### src/common/fwp_pkg.sv
/*
 * shared constants of the flash write-protect and secured otp block:
 * opcodes, register offsets, field positions, protect geometry, fsm states.
 * assumes a single clock domain and an 8-bit register port.
 */
`default_nettype none

package fwp_pkg;

	// ====================================================
	// serial command opcodes
	localparam logic [7:0] OPC_WRITE_ENABLE  = 8'h06;
	localparam logic [7:0] OPC_WRITE_DISABLE = 8'h04;
	localparam logic [7:0] OPC_STATUS_WRITE  = 8'h01;
	localparam logic [7:0] OPC_PAGE_PROGRAM  = 8'h02;
	localparam logic [7:0] OPC_SECTOR_ERASE  = 8'h20;
	localparam logic [7:0] OPC_POWER_DOWN    = 8'hb9;
	localparam logic [7:0] OPC_RELEASE_PD    = 8'hab;
	localparam logic [7:0] OPC_SIGNATURE     = 8'hab;
	localparam logic [7:0] OPC_SOFT_RESET    = 8'h99;
	localparam logic [7:0] OPC_OTP_ENTER     = 8'hb1;
	localparam logic [7:0] OPC_OTP_EXIT      = 8'hc1;
	localparam logic [7:0] OPC_SEC_REG_WRITE = 8'h2f;

	// ====================================================
	// register offsets
	localparam logic [3:0] REG_STATUS   = 4'h0;
	localparam logic [3:0] REG_SECURITY = 4'h1;
	localparam logic [3:0] REG_MODE     = 4'h2;
	localparam logic [3:0] REG_STATE    = 4'h3;

	// ====================================================
	// field positions
	localparam int ST_BUSY     = 0;
	localparam int ST_LATCH    = 1;
	localparam int ST_CODE_LSB = 2;
	localparam int ST_TB       = 6;
	localparam int ST_SRWD     = 7;
	localparam int SEC_FACTORY = 0;
	localparam int SEC_CUST    = 1;
	localparam int SEC_OTP     = 2;
	localparam int SEC_REFUSED = 3;
	localparam int MODE_QIO    = 0;
	localparam int MODE_QCMD   = 1;
	localparam int STA_PD      = 0;
	localparam int STA_FSM_LSB = 1;

	// ====================================================
	// geometry
	localparam int         ADDR_W       = 25;
	localparam int         BLOCK_LSB    = 16;
	localparam int         BLOCK_W      = 9;
	localparam int         OTP_W        = 9;
	localparam logic [9:0] BLOCK_TOTAL  = 10'h200;
	localparam logic [3:0] CODE_ALL     = 4'ha;
	localparam logic [8:0] OTP_SERIAL_LAST = 9'h00f;
	localparam logic [2:0] ADDR_BYTES   = 3'h4;

	// ====================================================
	// command fsm, gray along standby-opcode-address-data
	typedef enum logic [2:0] {
		ST_SBY = 3'b000,
		ST_OPC = 3'b001,
		ST_ADR = 3'b011,
		ST_DAT = 3'b010,
		ST_IGN = 3'b110
	} fwp_state_t;

endpackage

`default_nettype wire

### src/rtl/fwp_serial_rx.sv
/*
 * serial byte receiver: synchronises chip select, clock and data pins,
 * samples data on clock rising edges, and reports bytes and frame edges.
 * assumes the system clock is well above four times the serial clock.
 */
`default_nettype none

module fwp_serial_rx
	import fwp_pkg::*;
(
	input  wire logic       sys_clk,
	input  wire logic       rst_n,
	input  wire logic       spiClk,
	input  wire logic       spiCsN,
	input  wire logic       spiSi,
	output var  logic       csFall,
	output var  logic       csRise,
	output var  logic       csAligned,
	output var  logic       byteDone,
	output var  logic [7:0] byteData
);

	logic [2:0] sclkSync_reg;
	logic [2:0] csSync_reg;
	logic [1:0] siSync_reg;
	logic [2:0] bitCount_reg;
	logic [7:0] shift_reg;
	logic       sclkRise;

	// ====================================================
	// pin synchronisers
	always_ff @(posedge sys_clk) begin
		if (!rst_n) begin
			sclkSync_reg <= 3'h0;
			csSync_reg   <= 3'h7;
			siSync_reg   <= 2'h0;
		end else begin
			sclkSync_reg <= {sclkSync_reg[1:0], spiClk};
			csSync_reg   <= {csSync_reg[1:0], spiCsN};
			siSync_reg   <= {siSync_reg[0], spiSi};
		end
	end

	assign sclkRise = sclkSync_reg[1] & ~sclkSync_reg[2] & ~csSync_reg[1];
	assign csFall   = ~csSync_reg[1] & csSync_reg[2];
	assign csRise   = csSync_reg[1] & ~csSync_reg[2];

	// ====================================================
	// bit and byte counting
	always_ff @(posedge sys_clk) begin
		if (!rst_n || csFall) begin
			bitCount_reg <= 3'h0;
			shift_reg    <= 8'h00;
		end else if (sclkRise) begin
			bitCount_reg <= bitCount_reg + 3'h1;
			shift_reg    <= {shift_reg[6:0], siSync_reg[1]};
		end
	end

	always_ff @(posedge sys_clk) begin
		if (!rst_n) begin
			byteDone <= 1'b0;
			byteData <= 8'h00;
		end else begin
			byteDone <= sclkRise & (bitCount_reg == 3'h7);
			if (sclkRise && bitCount_reg == 3'h7) begin
				byteData <= {shift_reg[6:0], siSync_reg[1]};
			end
		end
	end

	assign csAligned = (bitCount_reg == 3'h0);

endmodule

`default_nettype wire

### src/rtl/fwp_region.sv
/*
 * protected-region decoder: maps protect code, top/bottom select and a
 * 64k block index to a protected flag. purely combinational.
 */
`default_nettype none

module fwp_region
	import fwp_pkg::*;
(
	input  wire logic [3:0]         protectCode,
	input  wire logic               topBottom,
	input  wire logic [BLOCK_W-1:0] blockIdx,
	output logic                    isProtected
);

	logic [9:0] blockCount;

	always_comb begin
		if (protectCode == 4'h0) begin
			blockCount = 10'h000;
		end else if (protectCode >= CODE_ALL) begin
			blockCount = BLOCK_TOTAL;
		end else begin
			blockCount = 10'h001 << (protectCode - 4'h1);
		end
		if (topBottom) begin
			isProtected = {1'b0, blockIdx} < blockCount;
		end else begin
			isProtected = {1'b0, blockIdx} >= (BLOCK_TOTAL - blockCount);
		end
	end

endmodule

`default_nettype wire

### src/rtl/fwp_write_protect.sv
/*
 * write-protect and secured otp control of a serial flash: command framing,
 * write-enable latch, power-down gating, block protection, otp locks.
 * assumes the array reports busy and loads program bytes into its page
 * buffer, committing them only on a write start.
 */
// Implementation choices: the register addresses and the strobed register port.
`default_nettype none

module fwp_write_protect
	import fwp_pkg::*;
(
	input  wire logic              sys_clk,
	input  wire logic              rst_n,
	input  wire logic [3:0]        regAddr,
	input  wire logic [7:0]        regWdata,
	input  wire logic              regWrite,
	input  wire logic              regRead,
	output var  logic [7:0]        regRdata,
	input  wire logic              spiClk,
	input  wire logic              spiCsN,
	input  wire logic              spiSi,
	input  wire logic              writeProtectPinIn,
	output logic                   writeProtectPinOut,
	output logic                   writeProtectPinOeN,
	input  wire logic              arrayBusy,
	input  wire logic              factoryLockFuse,
	input  wire logic              customerLockFuse,
	output var  logic              pageLoadValid,
	output var  logic [ADDR_W-1:0] pageLoadAddr,
	output var  logic [7:0]        pageLoadData,
	output var  logic              writeStart,
	output var  logic              writeErase,
	output var  logic              writeOtp,
	output var  logic [ADDR_W-1:0] writeAddr,
	output var  logic              customerLockBurn
);

	fwp_state_t        fsmState_reg;
	logic [7:0]        opcode_reg;
	logic [ADDR_W-1:0] addr_reg;
	logic [2:0]        addrCount_reg;
	logic [7:0]        offset_reg;
	logic              dataSeen_reg;
	logic [7:0]        statusData_reg;
	logic              writeEnableLatch_reg;
	logic [3:0]        protectCode_reg;
	logic              topBottom_reg;
	logic              statusProtect_reg;
	logic              factoryLock_reg;
	logic              customerLock_reg;
	logic              otpMode_reg;
	logic              refused_reg;
	logic              quadIo_reg;
	logic              quadCmd_reg;
	logic              powerDown_reg;
	logic [1:0]        wpSync_reg;
	logic              csFall;
	logic              csRise;
	logic              csAligned;
	logic              byteDone;
	logic [7:0]        byteData;
	logic              regionProtected;
	logic              hardwareProtectMode;
	logic              otpLocked;
	logic              exec;
	logic              isDataCmd;
	logic              programOk;
	logic              eraseOk;
	logic              statusOk;
	logic              lockOk;
	logic              refuse;

	// ====================================================
	// helpers
	function automatic logic hasAddress(input logic [7:0] op);
		return (op == OPC_PAGE_PROGRAM) || (op == OPC_SECTOR_ERASE);
	endfunction

	function automatic logic allowedInPowerDown(input logic [7:0] op);
		return (op == OPC_RELEASE_PD) || (op == OPC_SIGNATURE) || (op == OPC_SOFT_RESET);
	endfunction

	// ====================================================
	// serial receive and region decode
	fwp_serial_rx u_rx (
		.sys_clk   (sys_clk),
		.rst_n     (rst_n),
		.spiClk    (spiClk),
		.spiCsN    (spiCsN),
		.spiSi     (spiSi),
		.csFall    (csFall),
		.csRise    (csRise),
		.csAligned (csAligned),
		.byteDone  (byteDone),
		.byteData  (byteData)
	);

	fwp_region u_region (
		.protectCode (protectCode_reg),
		.topBottom   (topBottom_reg),
		.blockIdx    (addr_reg[BLOCK_LSB +: BLOCK_W]),
		.isProtected (regionProtected)
	);

	// ====================================================
	// write-protect pin
	always_ff @(posedge sys_clk) begin
		if (!rst_n) begin
			wpSync_reg <= 2'h3;
		end else begin
			wpSync_reg <= {wpSync_reg[0], writeProtectPinIn};
		end
	end

	// data line 2 role belongs to the quad data path; this block never drives it
	assign writeProtectPinOut = 1'b0;
	assign writeProtectPinOeN = 1'b1;

	assign hardwareProtectMode = ~wpSync_reg[1] & ~quadIo_reg & ~quadCmd_reg;

	// ====================================================
	// command framing
	always_ff @(posedge sys_clk) begin
		if (!rst_n) begin
			fsmState_reg <= ST_SBY;
		end else if (csRise) begin
			fsmState_reg <= ST_SBY;
		end else if (csFall) begin
			fsmState_reg <= ST_OPC;
		end else if (byteDone) begin
			unique case (fsmState_reg)
				ST_OPC: begin
					if (powerDown_reg && !allowedInPowerDown(byteData)) begin
						fsmState_reg <= ST_IGN;
					end else if (hasAddress(byteData)) begin
						fsmState_reg <= ST_ADR;
					end else begin
						fsmState_reg <= ST_DAT;
					end
				end
				ST_ADR: begin
					if (addrCount_reg == ADDR_BYTES - 3'h1) begin
						fsmState_reg <= ST_DAT;
					end
				end
				ST_SBY, ST_DAT, ST_IGN: begin
					fsmState_reg <= fsmState_reg;
				end
				default: begin
					fsmState_reg <= ST_SBY;
				end
			endcase
		end
	end

	always_ff @(posedge sys_clk) begin
		if (!rst_n || csFall) begin
			opcode_reg     <= 8'h00;
			addr_reg       <= '0;
			addrCount_reg  <= 3'h0;
			offset_reg     <= 8'h00;
			dataSeen_reg   <= 1'b0;
			statusData_reg <= 8'h00;
		end else if (byteDone) begin
			if (fsmState_reg == ST_OPC) begin
				opcode_reg <= byteData;
			end
			if (fsmState_reg == ST_ADR) begin
				addr_reg      <= {addr_reg[ADDR_W-9:0], byteData};
				addrCount_reg <= addrCount_reg + 3'h1;
			end
			if (fsmState_reg == ST_DAT) begin
				dataSeen_reg   <= 1'b1;
				statusData_reg <= byteData;
				offset_reg     <= offset_reg + 8'h01;
			end
		end
	end

	// program bytes go to the page buffer; nothing is written until commit
	always_ff @(posedge sys_clk) begin
		if (!rst_n) begin
			pageLoadValid <= 1'b0;
			pageLoadAddr  <= '0;
			pageLoadData  <= 8'h00;
		end else begin
			pageLoadValid <= byteDone && fsmState_reg == ST_DAT && opcode_reg == OPC_PAGE_PROGRAM;
			if (byteDone && fsmState_reg == ST_DAT) begin
				pageLoadAddr <= {addr_reg[ADDR_W-1:8], addr_reg[7:0] + offset_reg};
				pageLoadData <= byteData;
			end
		end
	end

	// ====================================================
	// execution checks
	assign exec = csRise & csAligned & (fsmState_reg == ST_DAT);

	assign isDataCmd = (opcode_reg == OPC_STATUS_WRITE) || (opcode_reg == OPC_PAGE_PROGRAM) ||
		(opcode_reg == OPC_SECTOR_ERASE) || (opcode_reg == OPC_SEC_REG_WRITE);

	assign otpLocked = (addr_reg[OTP_W-1:0] <= OTP_SERIAL_LAST) ? factoryLock_reg : customerLock_reg;

	assign programOk = writeEnableLatch_reg & ~arrayBusy & dataSeen_reg &
		(otpMode_reg ? ~otpLocked : ~regionProtected);
	assign eraseOk   = writeEnableLatch_reg & ~arrayBusy & ~dataSeen_reg &
		~otpMode_reg & ~regionProtected;
	assign statusOk  = writeEnableLatch_reg & ~arrayBusy & dataSeen_reg;
	assign lockOk    = writeEnableLatch_reg & ~arrayBusy;

	always_comb begin
		refuse = 1'b0;
		if (exec) begin
			unique case (opcode_reg)
				OPC_PAGE_PROGRAM:  refuse = ~programOk;
				OPC_SECTOR_ERASE:  refuse = ~eraseOk;
				OPC_STATUS_WRITE:  refuse = ~statusOk;
				OPC_SEC_REG_WRITE: refuse = ~lockOk;
				default:           refuse = 1'b0;
			endcase
		end
	end

	// ====================================================
	// array write start
	always_ff @(posedge sys_clk) begin
		if (!rst_n) begin
			writeStart <= 1'b0;
			writeErase <= 1'b0;
			writeOtp   <= 1'b0;
			writeAddr  <= '0;
		end else begin
			writeStart <= exec & ((opcode_reg == OPC_PAGE_PROGRAM && programOk) ||
				(opcode_reg == OPC_SECTOR_ERASE && eraseOk));
			if (exec) begin
				writeErase <= (opcode_reg == OPC_SECTOR_ERASE);
				writeOtp   <= otpMode_reg;
				writeAddr  <= otpMode_reg ? {{(ADDR_W-OTP_W){1'b0}}, addr_reg[OTP_W-1:0]} : addr_reg;
			end
		end
	end

	// ====================================================
	// write-enable latch
	always_ff @(posedge sys_clk) begin
		if (!rst_n) begin
			writeEnableLatch_reg <= 1'b0;
		end else if (exec && opcode_reg == OPC_WRITE_ENABLE) begin
			writeEnableLatch_reg <= 1'b1;
		end else if (exec && (isDataCmd || opcode_reg == OPC_WRITE_DISABLE || opcode_reg == OPC_SOFT_RESET)) begin
			writeEnableLatch_reg <= 1'b0;
		end
	end

	// ====================================================
	// protect code, top/bottom and status write-protect bit
	always_ff @(posedge sys_clk) begin
		if (!rst_n) begin
			protectCode_reg   <= 4'h0;
			topBottom_reg     <= 1'b0;
			statusProtect_reg <= 1'b0;
		end else if (exec && opcode_reg == OPC_STATUS_WRITE && statusOk) begin
			topBottom_reg <= statusData_reg[ST_TB];
			if (!hardwareProtectMode) begin
				protectCode_reg   <= statusData_reg[ST_CODE_LSB +: 4];
				statusProtect_reg <= statusData_reg[ST_SRWD];
			end
		end else if (regWrite && regAddr == REG_STATUS) begin
			topBottom_reg <= regWdata[ST_TB];
			if (!hardwareProtectMode) begin
				protectCode_reg   <= regWdata[ST_CODE_LSB +: 4];
				statusProtect_reg <= regWdata[ST_SRWD];
			end
		end
	end

	// ====================================================
	// otp locks and mode
	always_ff @(posedge sys_clk) begin
		if (!rst_n) begin
			factoryLock_reg  <= 1'b0;
			customerLock_reg <= 1'b0;
			customerLockBurn <= 1'b0;
		end else begin
			factoryLock_reg  <= factoryLock_reg | factoryLockFuse;
			customerLock_reg <= customerLock_reg | customerLockFuse |
				(exec & (opcode_reg == OPC_SEC_REG_WRITE) & lockOk);
			customerLockBurn <= exec & (opcode_reg == OPC_SEC_REG_WRITE) & lockOk & ~customerLock_reg;
		end
	end

	always_ff @(posedge sys_clk) begin
		if (!rst_n) begin
			otpMode_reg <= 1'b0;
		end else if (exec && opcode_reg == OPC_OTP_ENTER) begin
			otpMode_reg <= 1'b1;
		end else if (exec && (opcode_reg == OPC_OTP_EXIT || opcode_reg == OPC_SOFT_RESET)) begin
			otpMode_reg <= 1'b0;
		end
	end

	// ====================================================
	// power-down
	always_ff @(posedge sys_clk) begin
		if (!rst_n) begin
			powerDown_reg <= 1'b0;
		end else if (exec && allowedInPowerDown(opcode_reg)) begin
			powerDown_reg <= 1'b0;
		end else if (exec && opcode_reg == OPC_POWER_DOWN && !arrayBusy) begin
			powerDown_reg <= 1'b1;
		end
	end

	// ====================================================
	// mode and refused flag
	always_ff @(posedge sys_clk) begin
		if (!rst_n) begin
			quadIo_reg  <= 1'b0;
			quadCmd_reg <= 1'b0;
		end else if (regWrite && regAddr == REG_MODE) begin
			quadIo_reg  <= regWdata[MODE_QIO];
			quadCmd_reg <= regWdata[MODE_QCMD];
		end
	end

	always_ff @(posedge sys_clk) begin
		if (!rst_n) begin
			refused_reg <= 1'b0;
		end else if (refuse) begin
			refused_reg <= 1'b1;
		end else if (regWrite && regAddr == REG_SECURITY && regWdata[SEC_REFUSED]) begin
			refused_reg <= 1'b0;
		end
	end

	// ====================================================
	// register read
	always_ff @(posedge sys_clk) begin
		if (!rst_n || !regRead) begin
			regRdata <= 8'h00;
		end else begin
			regRdata <= 8'h00;
			unique case (regAddr)
				REG_STATUS: begin
					regRdata[ST_BUSY]          <= arrayBusy;
					regRdata[ST_LATCH]         <= writeEnableLatch_reg;
					regRdata[ST_CODE_LSB +: 4] <= protectCode_reg;
					regRdata[ST_TB]            <= topBottom_reg;
					regRdata[ST_SRWD]          <= statusProtect_reg;
				end
				REG_SECURITY: begin
					regRdata[SEC_FACTORY] <= factoryLock_reg;
					regRdata[SEC_CUST]    <= customerLock_reg;
					regRdata[SEC_OTP]     <= otpMode_reg;
					regRdata[SEC_REFUSED] <= refused_reg;
				end
				REG_MODE: begin
					regRdata[MODE_QIO]  <= quadIo_reg;
					regRdata[MODE_QCMD] <= quadCmd_reg;
				end
				REG_STATE: begin
					regRdata[STA_PD]            <= powerDown_reg;
					regRdata[STA_FSM_LSB +: 3] <= fsmState_reg;
				end
				default: begin
					regRdata <= 8'h00;
				end
			endcase
		end
	end

endmodule

`default_nettype wire

### config.mk
export PLATFORM = sky130hd
export DESIGN_NAME = fwp_write_protect
export DESIGN_NICKNAME = d
export VERILOG_FILES = /design/src/common/fwp_pkg.sv /design/src/rtl/fwp_serial_rx.sv /design/src/rtl/fwp_region.sv /design/src/rtl/fwp_write_protect.sv
export SDC_FILE = /design/constraint.sdc
export NUM_CORES = 1
export LEC_CHECK = 0
export ABC_AREA = 0
export BUFFER_PORTS_ARGS = -buffer_cell sky130_fd_sc_hd__buf_4
export CORE_ASPECT_RATIO = 0.9
export CORE_MARGIN = 1.5
export CORE_UTILIZATION = 58
export CTS_CLUSTER_SIZE = 24
export DETAILED_ROUTE_END_ITERATION = 7
export PLACE_DENSITY = 0.8
export SLEW_MARGIN = 0
export SYNTH_ARGS = -nofsm -noshare
export SYNTH_HDL_FRONTEND = slang
export SYNTH_HIERARCHICAL = 1
export SYNTH_SLANG_ARGS = --single-unit
### constraint.sdc
create_clock -name sys_clk -period 3.41 [get_ports sys_clk]
set_clock_uncertainty 0.15 [all_clocks]
set_input_delay 0.682 -clock sys_clk [delete_from_list [all_inputs] [get_ports sys_clk]]
set_output_delay 0.682 -clock sys_clk [all_outputs]
set_load 0.01 [all_outputs]
==> results of run 1 <==
==> worst min path at each step <==
stage,end,slack [ps]
finish,wpSync_reg[1],270
global route,u_rx/csSync_reg[1],290
CTS,u_rx/csSync_reg[1],280
detailed placement,wpSync_reg[1],260
global placement,u_rx/csSync_reg[1],240
floorplan,u_rx/csSync_reg[1],240
==> kinds of logic after synthesis <==
logic type / share of synthesized area, %
muxes: 1.512
buffers and inverters: 4.158
AOI/OAI and AO/OA: 17.65
xor gates and xnor gates: 1.726
other: 0.09866
and+or+nand+nor: 25.31
adders and majority gates: 5.358
DFF: 44.18
==> where the power goes <==
group          switching (uW)  internal (uW)  total [uW]
clock network             842           1050        1890
logic                    71.2           59.9         131
registers                8.53           1970        1980
total                     922           3080        4000
==> cell type report <==
type | instances | share of cell area, %
timing repair buffer | 112 | 9.345
tap | 164 | 2.281
clock buffer | 19 | 4.923
inverter | 15 | 0.6258
multi-input combinational | 663 | 43.89
clock inverter | 13 | 1.557
sequential | 168 | 37.38
==> layout by cell type (no fill, tap or decap), types with 9 or more instances in the layout <==
| cell | instances |
|---|---|
| sky130_fd_sc_hd__nor2_1 | 42 |
| sky130_fd_sc_hd__a21boi_0 | 54 |
| sky130_fd_sc_hd__inv_1 | 14 |
| sky130_fd_sc_hd__xor2_1 | 11 |
| sky130_fd_sc_hd__and2_1 | 14 |
| sky130_fd_sc_hd__o21ai_0 | 20 |
| sky130_fd_sc_hd__nor3_1 | 9 |
| sky130_fd_sc_hd__nand3_1 | 24 |
| sky130_fd_sc_hd__nor2b_1 | 15 |
| sky130_fd_sc_hd__ha_1 | 31 |
| sky130_fd_sc_hd__nand3b_1 | 20 |
| sky130_fd_sc_hd__a21oi_1 | 70 |
| sky130_fd_sc_hd__buf_4 | 112 |
| sky130_fd_sc_hd__nand2_1 | 220 |
| sky130_fd_sc_hd__clkbuf_16 | 17 |
| sky130_fd_sc_hd__dfxtp_1 | 168 |
| sky130_fd_sc_hd__nand2b_1 | 12 |
==> routing by layer <==
metal  track usage (%)  wire (um)  part of all wire [%]
met3             4.611        972                   5.3
met5                 0          0                     0
met1             39.48       8852                    48
met4             9.502        367                   2.0
met2             41.40       8102                    44
==> metrics by stage <==
step	total power (uW)	std cells	hold WS (ps)	cell area, um2
6_report	4001	1154	272.3	8997
5_1_grt	4123	1154	292.7	8997
4_1_cts	4019	1154	277.0	8997
3_5_place_dp	2154	1122	262.7	8414
3_3_place_gp	2153	1122	238.5	8414
2_1_floorplan	2111	903	236.3	7612
==> results by stage, run 1 <==
Power:
- The power density relative to cell area is 444.7 nW/um2.
- Summed over all cells, the static leakage comes to 0.003390 uW.
- The worst ir drop on vdd is 0.3648 mV.

Setup path:
- The critical path startpoint is protectCode_reg[0].
- The worst setup path is captured at a flip-flop.
- The number of cells on the worst reg-to-reg path is 15.
- The cell with the biggest individual delay on the critical path is sky130_fd_sc_hd__dfxtp_1.
- The startpoint of the worst register-to-register path is protectCode_reg[0].
- The data required time of the worst path is 3570 ps.
- On the worst path, the slowest cell contributes a delay of 360 ps.
- The maximum fanout along the worst path is 5.
- The worst setup path is of the flip-flop to flip-flop kind.
- The endpoint of the worst-slack reg-to-reg timing path is refused_reg.
- The register-to-register setup slack is 310 ps.
- The critical path ends at refused_reg.
- STA puts the critical path data arrival time at 3260 ps.
- The logic depth of the worst path, buffers included is 15.
- Among cell families on the critical path, the largest total delay comes from compound AO/OA/AOI/OAI gates.
- The kind of launch point of the worst setup path is a flip-flop.
- The critical path goes through inv_2, nor2_2, nand2_1, ha_1, nor2_1, a32o_1, ha_1, a41oi_1, o22ai_1, a41oi_2, o21ai_1, nor3_1, o22ai_1, a211oi_1, a21oi_1.
- The number of buffers and inverters on the critical path is 1.

Synthesis:
- The most used flip-flop cell after synthesis is sky130_fd_sc_hd__dfxtp_1.
- The cell taking the most area after synthesis is sky130_fd_sc_hd__dfxtp_1.
- Sorting the synthesized cells by how often they occur yields 220 x sky130_fd_sc_hd__nand2_1, 168 x sky130_fd_sc_hd__dfxtp_1, 70 x sky130_fd_sc_hd__a21oi_1.
- In this run, synthesis produced a sequential element count of 168.
- The share of synthesized registers carrying an async set or reset is 0%.
- The most repeated cell in the gate-level netlist after synthesis is sky130_fd_sc_hd__nand2_1.
- The Yosys step of the flow raised 6 warnings.
- The net count after synthesis is 958.
- The portion of synthesized cell area occupied by the leading cell type is 44.18%.
- The mean area per synthesized cell is between 8 and 9 um2.
- For this run, the register share of the synthesized area comes to 44.18%.
- The post-synthesis cell type count is 70.
- The netlist area before placement is 7612 um2.
- In the synthesized netlist, the number of instances is around 900.
- Yosys mapped a number of flops with a built-in enable equal to 0.
- Sorting the synthesized cells by area gives the leading types as sky130_fd_sc_hd__dfxtp_1 44%, sky130_fd_sc_hd__nand2_1 11%, sky130_fd_sc_hd__a21boi_0 5.3%.

Route:
- The detailed-router iteration count before antenna repair is 5.
- The detailed-route vias per instance is 5.678.
- For this block, the routed nets add up to between 15 and 20 mm of wire.
- The count of nets left with antenna violations once routing finished came out at 0.
- After the first detailed-routing iteration, the DRC count stood at 723.
- The total via count in the routed design is about 6.6k.
- Dividing the detail-routed wire length by the instance count gives 15.85 um.
- The number of DRC violations after detailed routing is 0.

STA:
- The number of failing setup endpoints in the final timing report is 0.
- Headroom to the max-slew limit came out at 33.58%.
- The number of max-slew violations in the final report is 0.
- The sum of negative setup slack is 0 ps.
- Derived from the worst setup path, the maximum achievable clock frequency is 0.3230 GHz.
- The minimum period implied by the final worst setup slack is 3096 ps.
- At the pin with the least slew margin, the transition time is about 990 ps.
- The setup slack after layout is 313.6 ps.
- The hold violation total from the final report is 0.
- The final critical-path share of the clock period is 90.80%.
- Setup repair after global routing left no endpoint under its margin.

Hold path:
- The worst hold path belongs to the class flip-flop to flip-flop.
- The hold path startpoint is wpSync_reg[0].
- The number of cells on the worst hold path is 1.

Final layout:
- Relative to the synthesized area, the layout overhead comes to 18.20%.
- The fraction of final layout cells sized beyond drive strength 1 is 16.77%.
- The area of the multi-input gates is 3949 um2.
- The final antenna diode count is 0.
- The final net count is a little over 1k.
- Cells fill 70.65% of the core in the end.
- The register cell area after layout is 3363 um2.
- The number of filler cells placed in the layout is 1025.

Clocking:
- The clock tree buffer depth is 2.
- The number of post-CTS setup repair buffers is 0.
- The number of H-tree levels is 4.
- Post-CTS repair changed the size of 0 cells.
- The clock tree root buffer cell is sky130_fd_sc_hd__clkbuf_16.
- The number of sinks driven by the clock tree is 168.
- The TritonCTS buffer count is 17.
- The count of hold-fix buffers inserted at cts is 0.
- The clock insertion delay at the later pin of the skew report is 430 ps.
- The clock-pin slew on the worst setup and hold paths is about 60 ps.
- The TritonCTS clock tree is done.

Placement:
- The detailed-placement wirelength estimate is around 13 mm.
- Before CTS, the worst setup slack after placement is 323.3 ps.
- The final RePlAce weighted congestion is slightly below 0.9.
- Input and output buffers added on the ports amount to 93.

Floorplanning:
- The row count is 39.
- The floorplan step defined a die boundary enclosing about 14000 um2.
- The die is 111.7 um tall.
- The number of I/O pins is 96.
- For this configuration, the core starts out at a cell density of approximately three fifths.
- Measured along the x axis, the die boundary spans 123.8 um.
- The floorplan step defined a core boundary enclosing 12740 um2.

Global routing:
- Global routing used 27.39% of the available tracks.
- The first global-routing pass estimated 29.68 mm of wire.
- Entering global routing, the biggest net connects between 40 and 50 pins.
- For this run the aggregate overflow at the end of global routing stands at 0.
- The via count of the first global-routing pass is 6071.
- The initial antenna violation count is 0.

Run:
- Max-cap violations in this run came to 0.

Run status:
- The run finished with clean final reports.
Power figures use the tool's default switching activity.
==> inputs of run 2 (changes only) <==
--- a/config.mk
+++ b/config.mk
@@ -13,6 +13,7 @@
 export CTS_CLUSTER_SIZE = 24
 export DETAILED_ROUTE_END_ITERATION = 7
 export PLACE_DENSITY = 0.8
+export SETUP_SLACK_MARGIN = 0.5
 export SLEW_MARGIN = 0
 export SYNTH_ARGS = -nofsm -noshare
 export SYNTH_HDL_FRONTEND = slang
==> run 2 against run 1 <==
Effect of this change:
- non-clock buffer count down 2
- hold slack better by 2.4 ps
- combinational power grew 9.9%
- sequential share of layout area fell by 0.43 points
- die area stayed put
- first-iteration DRC count decreased by 16%
- core utilization increased by 0.96 points
- critical path depth fell by 2
- via count up 1.3%
- maximum frequency up 8.8%
- worst setup slack better by 250 ps
- critical path type unchanged
==> results by stage, run 2 (synthesis results as in run 1) <==
Route:
- The first detailed-routing pass took 5 iterations.
- The number of DRC violations after detailed routing is 0.
- The post-route antenna net violation count is 0.
- In the final routed layout, each cell accounts on average for 16.21 um.
- For this block, the initial DRC count from the detailed router was 610.
- Dividing the detail-routed via count by the number of cells gives 5.762.
- The final layout contains routed wiring with a total length of around 19 mm.
- The routed layout has 6638 vias.

Placement:
- The area of placed instances is ~8400 um2.
- The count of buffers inserted at the top-level ports is 93.
- The final RePlAce weighted congestion is 0.8545.
- Detailed placement finished with a half-perimeter wire length of 12.59 mm.

Run status:
- The flow ran to the end, and the final reports show no timing, DRC or antenna violations.

Final layout:
- With fillers left out, the area of the finished cells amounts to 9120 um2.
- The leading cell type in the layout, fill and taps excluded is sky130_fd_sc_hd__nand2_1.
- The final antenna diode count is 0.
- The final layout contains 1030 nets.
- The layout-stage area growth over the synthesis result is 19.81%.
- The fraction of final layout cells sized beyond drive strength 1 is a little under a fifth.
- Leaving out fill and tap cells, the most frequent cells in the layout are 218 x sky130_fd_sc_hd__nand2_1, 165 x sky130_fd_sc_hd__dfxtp_1, 108 x sky130_fd_sc_hd__buf_4, 70 x sky130_fd_sc_hd__a21oi_1, 54 x sky130_fd_sc_hd__a21boi_0.

Global routing:
- The highest-utilization routing layer at the global route stage is met2.
- Global routing consumed, on the met1 layer, 38.75% of the routing resources.
- The via count of the first global-routing pass is 6098.
- The first global-routing pass estimated 29.97 mm of wire.
- The pin count of the biggest net entering global routing is 83.
- The met3 track demand over resource is 5.174%.
- The overall overflow remaining after global route is 0.
- The initial antenna violation count is 0.
- Global routing used between 20% and 30% of the available tracks.
- The global-route met2 utilization is about 43%.

STA:
- The hold violation total from the final report came to 0.
- In this run the tightest slew margin relative to its limit is 37.45%.
- For the pin with the worst max-slew slack, the measured transition is ~930 ps.
- The number of max-slew violations in the final report came to 0.
- Setup violations remaining at the end of the flow were counted as 0.
- Setup repair after global routing could not meet its margin everywhere.
- The achievable frequency is about 0.35 GHz.
- Setup total negative slack on the finished layout was measured at 0 ps.
- The minimum period implied by the final worst setup slack is roughly 2800 ps.
- Of the available clock period, the critical path in the final layout requires 83.47%.

Hold path:
- In this run the most critical hold path is launched from wpSync_reg[0].
- The number of cells on the worst hold path is 1.
- The worst hold path terminates at wpSync_reg[1].
- The worst hold path belongs to the class flip-flop to flip-flop.

Clocking:
- TritonCTS created 17 clock buffers.
- The clock-pin slew on the worst setup and hold paths is 60 ps.
- In this run, post-CTS hold repair placed 0 buffers.
- TritonCTS built the clock tree.
- The number of H-tree levels is 4.
- The cell sitting at the root of the clock tree is a sky130_fd_sc_hd__clkbuf_16.
- The clock tree buffer depth is 2.
- The later pin in the worst-skew pair is clocked with a latency of between 400 and 500 ps.
- The number of sinks driven by the clock tree is 168.

Setup path:
- The startpoint identified for the worst register-to-register timing path is protectCode_reg[0].
- Of all nets on the critical path, the largest fanout is 5.
- The worst register-to-register path ends at writeStart.
- The data required time of the worst path is 3560 ps.
- The category of the critical setup timing path is flip-flop to flip-flop.
- The kind of launch point of the worst setup path is a flip-flop.
- The worst register-to-register path has a setup slack of 560 ps.
- The arrival time at the worst endpoint is 3000 ps.
- The cell depth of the worst flop-to-flop path is 13.
- In this run the worst setup path begins at protectCode_reg[0].
- The kind of capture point of the worst setup path is a flip-flop.

Floorplanning:
- The area of the core is 12740 um2.
- The full die area is 13820 um2.
- During I/O placement, the number of pins put on the boundary was 96.
- The initial utilization of the core area, before any placement, comes to between 50% and 60%.
- Measured along the y axis, the die boundary spans 111.7 um.
- The initialized floorplan defines 39 standard-cell rows.
- The die is about 120 um wide.

Run:
- The tool flagged a number of max-cap violations equal to 0.

Power:
- The worst ir drop on vdd is 0.3971 mV.
- Summing internal, switching and leakage power gives 4087 uW.
- Power spread over the standard cell area amounts to about 450 nW/um2.
- The leakage component of the power is approximately 0.0034 uW.
-- run 2: cell count changes in the layout (fill, tap and decap cells not counted), sizes merged --
cell    change
buf         -2
bufinv      +2
clkbuf      +1
clkinv      -1
inv         -2
-- run 2: worst max-delay path by stage --
stage,endpoint,slack (ps),cells past startpoint
6_report,writeStart,560,13
5_1_grt,writeStart,440,14
4_1_cts,refused_reg,540,15
3_5_place_dp,refused_reg,280,15
3_3_place_gp,refused_reg,380,15
2_1_floorplan,refused_reg,510,15
-- run 2: where the power goes --
group          total (uW)  leakage, uW  switching, uW  internal (uW)
Combinational         144      0.00177           77.0           66.9
Sequential           1980      0.00136           9.07           1970
Clock                1960     0.000286            800           1160
-- run 2: critical path, stage by stage, from the launching register on --
cell and delay, ps:
sky130_fd_sc_hd__dfxtp_4 380, sky130_fd_sc_hd__inv_2 70, sky130_fd_sc_hd__nor2_4 140, sky130_fd_sc_hd__nand2_2 90, sky130_fd_sc_hd__ha_4 190, sky130_fd_sc_hd__a32o_1 220
sky130_fd_sc_hd__ha_1 300, sky130_fd_sc_hd__a41oi_2 110, sky130_fd_sc_hd__o22ai_2 200, sky130_fd_sc_hd__a41oi_2 150, sky130_fd_sc_hd__o21ai_2 250, sky130_fd_sc_hd__o22ai_2 120
sky130_fd_sc_hd__o211ai_1 240, sky130_fd_sc_hd__a211oi_2 110
-- run 2: metal layers --
metal,vias to the layer above,part of all wire [%]
met2,217,46
met1,3143,46
met3,33,6.5
met4,0,1.7
li1,3245,-
met5,-,0
-- run 2: stage by stage --
step                      hold slack [ps]  std cells  worst slack (ps)  utilization, %
after floorplan                     236.3        903             513.5               -
after global placement              238.5       1119             375.5           66.13
after detailed placement            267.3       1119             277.0           66.13
after CTS                           275.9       1151             538.9           71.14
after global routing                297.6       1152             443.0           71.61
final                               274.6       1152             563.7           71.61
-- run 2: final cells by class --
class,count,area (um2)
repair buffers,110,850.8
clock inverters,12,166.4
fillers,1013,3616
inverters,15,56.30
flip-flops and latches,168,3369
multi-input cells,663,4035
clock buffers,20,436.7
well taps,164,205.2
-- run 2: repair_timing --
action                     CTS  global route
setup endpoints to repair    2             2
setup buffers                0             1
pin swaps                    1             9
gates resized for setup      9            13
==> inputs of run 3 (changes only) <==
==> constraint.sdc (replaced) <==
create_clock -name sys_clk -period 2.9 [get_ports sys_clk]
set_clock_uncertainty 0.15 [all_clocks]
set_input_delay 0.58 -clock sys_clk [delete_from_list [all_inputs] [get_ports sys_clk]]
set_output_delay 0.58 -clock sys_clk [all_outputs]
set_load 0.01 [all_outputs]
==> run 3 against run 2 <==
Effect of this change:
- wire length is 0.66% higher
- flip-flop and latch count stayed put
- die area stayed put
- clock power is 20% higher
- hold slack worse by 81 ps
- register-to-register slack worse by 380 ps
- first-iteration DRC count is 8.0% higher
- cell count is 1.6% higher
- worst setup slack worse by 380 ps
- sequential share of layout area is 0.63 points lower
- largest cell class unchanged
- highest routed layer unchanged
==> results by stage, run 3 (synthesis results as in run 1) <==
Run status:
- The flow ran to the end, and the final reports show no timing, DRC or antenna violations.

Setup path:
- The startpoint of the worst register-to-register path is protectCode_reg[1].
- The setup path with the least slack is of type flip-flop to flip-flop.
- The cell depth of the worst flop-to-flop path is 14.
- The arrival time at the worst endpoint is 2880 ps.
- For this run, the slowest stage of the critical path takes 360 ps.
- The register-to-register setup slack is 180 ps.
- The kind of capture point of the worst setup path is a flip-flop.
- The data required time of the worst path is 3070 ps.
- The cell with the biggest individual delay on the critical path is sky130_fd_sc_hd__dfxtp_4.
- In this run the critical register-to-register path is captured at refused_reg.
- Of all nets on the critical path, the largest fanout is 5.
- Walking the worst path, the cells encountered are nor2b_4, nand2_2, ha_4, nor2_4, a32o_1, ha_1, a211oi_1, o22ai_2, a41oi_2, o21ai_2, nor3_2, o22ai_1, a211oi_2, a21oi_1.
- The kind of launch point of the worst setup path is a flip-flop.

Clocking:
- The longest clock path from root to sink contains 2 buffers.
- The H-tree was split into 4 levels.
- TritonCTS built the clock tree.
- The tree is rooted in a sky130_fd_sc_hd__clkbuf_16.
- The clock insertion delay at the later pin of the skew report is 430 ps.
- The count of hold-fix buffers inserted at cts is 0.
- The TritonCTS buffer count is 17.
- The number of sinks driven by the clock tree is 168.
- The clock-pin slew on the worst setup and hold paths is roughly 60 ps.

Floorplanning:
- In this run the vertical extent of the chip is 111.7 um.
- The row count is 39.
- The die is 123.8 um wide.
- The initial cell density of the core is approximately three fifths.
- In this run the count of I/O pins placed on the die edge is 96.
- The floorplan step defined a die boundary enclosing between 10000 and 15000 um2.
- The area of the core is 12740 um2.

STA:
- Measured against its own limit, the worst slew margin works out to approximately two fifths.
- The achievable frequency is 0.3681 GHz.
- Setup slack closes at about 180 ps.
- The number of failing setup endpoints in the final timing report is 0.
- The final critical-path share of the clock period is 93.69%.
- The hold violation total from the final report came to 0.
- Setup repair after global routing could not meet its margin everywhere.
- The tightest hold path in the finished design has a slack of 193.3 ps.
- For the pin with the worst max-slew slack, the measured transition is roughly 880 ps.
- The number of max-slew violations in the final report is 0.
- The minimum period implied by the final worst setup slack is between 2000 and 3000 ps.

Route:
- The iteration-0 DRC count of the detailed router is 659.
- Dividing the detail-routed via count by the number of cells gives roughly 5.7.
- For this run, design rule violations remaining after detail routing come to 0.
- The total via count in the routed design is 6694.
- The detailed-router iteration count before antenna repair is 5.
- The final layout contains routed wiring with a total length of 18.80 mm.
- The per-cell routed wire length is 16.07 um.
- Once detail routing completed, the nets flagged for antenna violations numbered 0.

Placement:
- Once placement completed, the tool counted placed cells totaling 1128.
- The detailed-placement wirelength estimate is 12.62 mm.
- At the end of routability-driven placement, the weighted congestion stood at 0.8610.
- The count of buffers inserted at the top-level ports is 93.
- The area of placed instances is between 8000 and 9000 um2.
- The worst setup timing slack at the placement stage is roughly 4.0 ps.

Global routing:
- For this run, the total global-route usage over all layers was measured as 27.70%.
- The pin count of the biggest net entering global routing is 91.
- The wire length of the first global-routing pass is 29.97 mm.
- The overall overflow remaining after global route is 0.
- The initial antenna violation count is 0.
- The via count of the first global-routing pass is roughly 6.1k.

Final layout:
- After routing the design area is 9316 um2.
- Once layout is complete, the utilization of the core stands at 73.15%.
- The sequential cells in the finished layout cover a total of about 3400 um2.
- The final antenna diode count is 0.
- Summing all multi-input logic gate instances after layout gives 4048 um2.
- The final net count is 1048.
- For this run, the number of standard cells in the final layout without fillers is approximately 1.2k.
- The leading cell type in the layout, fill and taps excluded is sky130_fd_sc_hd__nand2_1.
- The layout-stage area growth over the synthesis result is 22.39%.
- Cells with a size suffix above 1 make up 20.68% of the layout.
- Leaving out fill and tap cells, the most frequent cells in the layout are 218 x sky130_fd_sc_hd__nand2_1, 160 x sky130_fd_sc_hd__dfxtp_1, 124 x sky130_fd_sc_hd__buf_4, 70 x sky130_fd_sc_hd__a21oi_1, 54 x sky130_fd_sc_hd__a21boi_0.
- The layout has 988 filler cells.

Power:
- The clock network is responsible for 48.6% of the overall power.
- The leakage component of the power is 0.003530 uW.
- The switching part of the total is between 20% and 30%.
- The worst ir drop on vdd is 0.5366 mV.
- Summed over all nets, the switching power comes to 1086 uW.
- The power density relative to cell area is 521.8 nW/um2.
- The combinational fraction of design power is 3.6%.
- Internal power comes to about 3800 uW.
- Per report_power, the sequential group accounts for 47.8% of the total.

Hold path:
- The startpoint identified for the worst hold timing path is factoryLockFuse.
- For hold timing, the worst endpoint is factoryLock_reg.
- The worst hold path was traced through 2 stages.
- The path class of the tightest hold or removal check is input pin to flip-flop.

Run:
- The number of maximum-capacitance constraint violations is 0.
## run 3: cell count changes in the layout (fill, tap and decap cells not counted), sizes merged
| cell | delta |
|---|---|
| clkinvlp | -2 |
| clkbuf | -2 |
| clkinv | +2 |
| inv | +2 |
| buf | +18 |
## run 3: worst max-delay path by stage
stage | to | startpoint | depth (start not counted)
after floorplan | refused_reg | protectCode_reg[0] | 15
after global placement | refused_reg | protectCode_reg[2] | 14
after detailed placement | refused_reg | protectCode_reg[2] | 14
after CTS | refused_reg | protectCode_reg[1] | 14
after global routing | refused_reg | protectCode_reg[1] | 14
final | refused_reg | protectCode_reg[1] | 14
## run 3: layout make-up
type / count / share of cell area, %
flip-flops and latches: 168 / 36.31
clock inverters: 14 / 2.015
multi-input cells: 663 / 43.45
clock buffers: 18 / 4.607
well taps: 164 / 2.203
inverters: 15 / 0.6581
repair buffers: 128 / 10.76
## run 3: repair_timing
action                     4_1_cts  5_1_grt
pin swaps                        2        6
setup buffers                    5        5
resized for setup               10       12
setup endpoints to repair        8       10
## run 3: critical path, delay by kind of cell (launching register included)
kind                       cells  cell delay, ps
DFF                            1             360
and+or+nand+nor                4             400
AOI/OAI and AO/OA              8            1300
adders and majority gates      2             390
## run 3: power by group through the flow
stage	registers [uW]	logic [uW]	clock network, uW
global placement	2380	163	0
finish	2320	175	2360
floorplan	2380	112	0
CTS	2320	173	2380
global route	2320	190	2480
detailed placement	2380	166	0
## run 3: through the flow
step / total power [uW] / TNS, ps
3_3_place_gp: 2541 / 0
5_1_grt: 4993 / -16.36
4_1_cts: 4880 / 0
3_5_place_dp: 2545 / 0
2_1_floorplan: 2488 / 0
6_report: 4861 / 0
## run 3: layer usage
metal,track usage [%],part of all wire (%),vias up
li1,-,-,3287
met1,39.13,46,3125
met2,41.33,45,250
met3,5.891,6.8,32
met4,10.73,1.9,0
met5,0,0,-
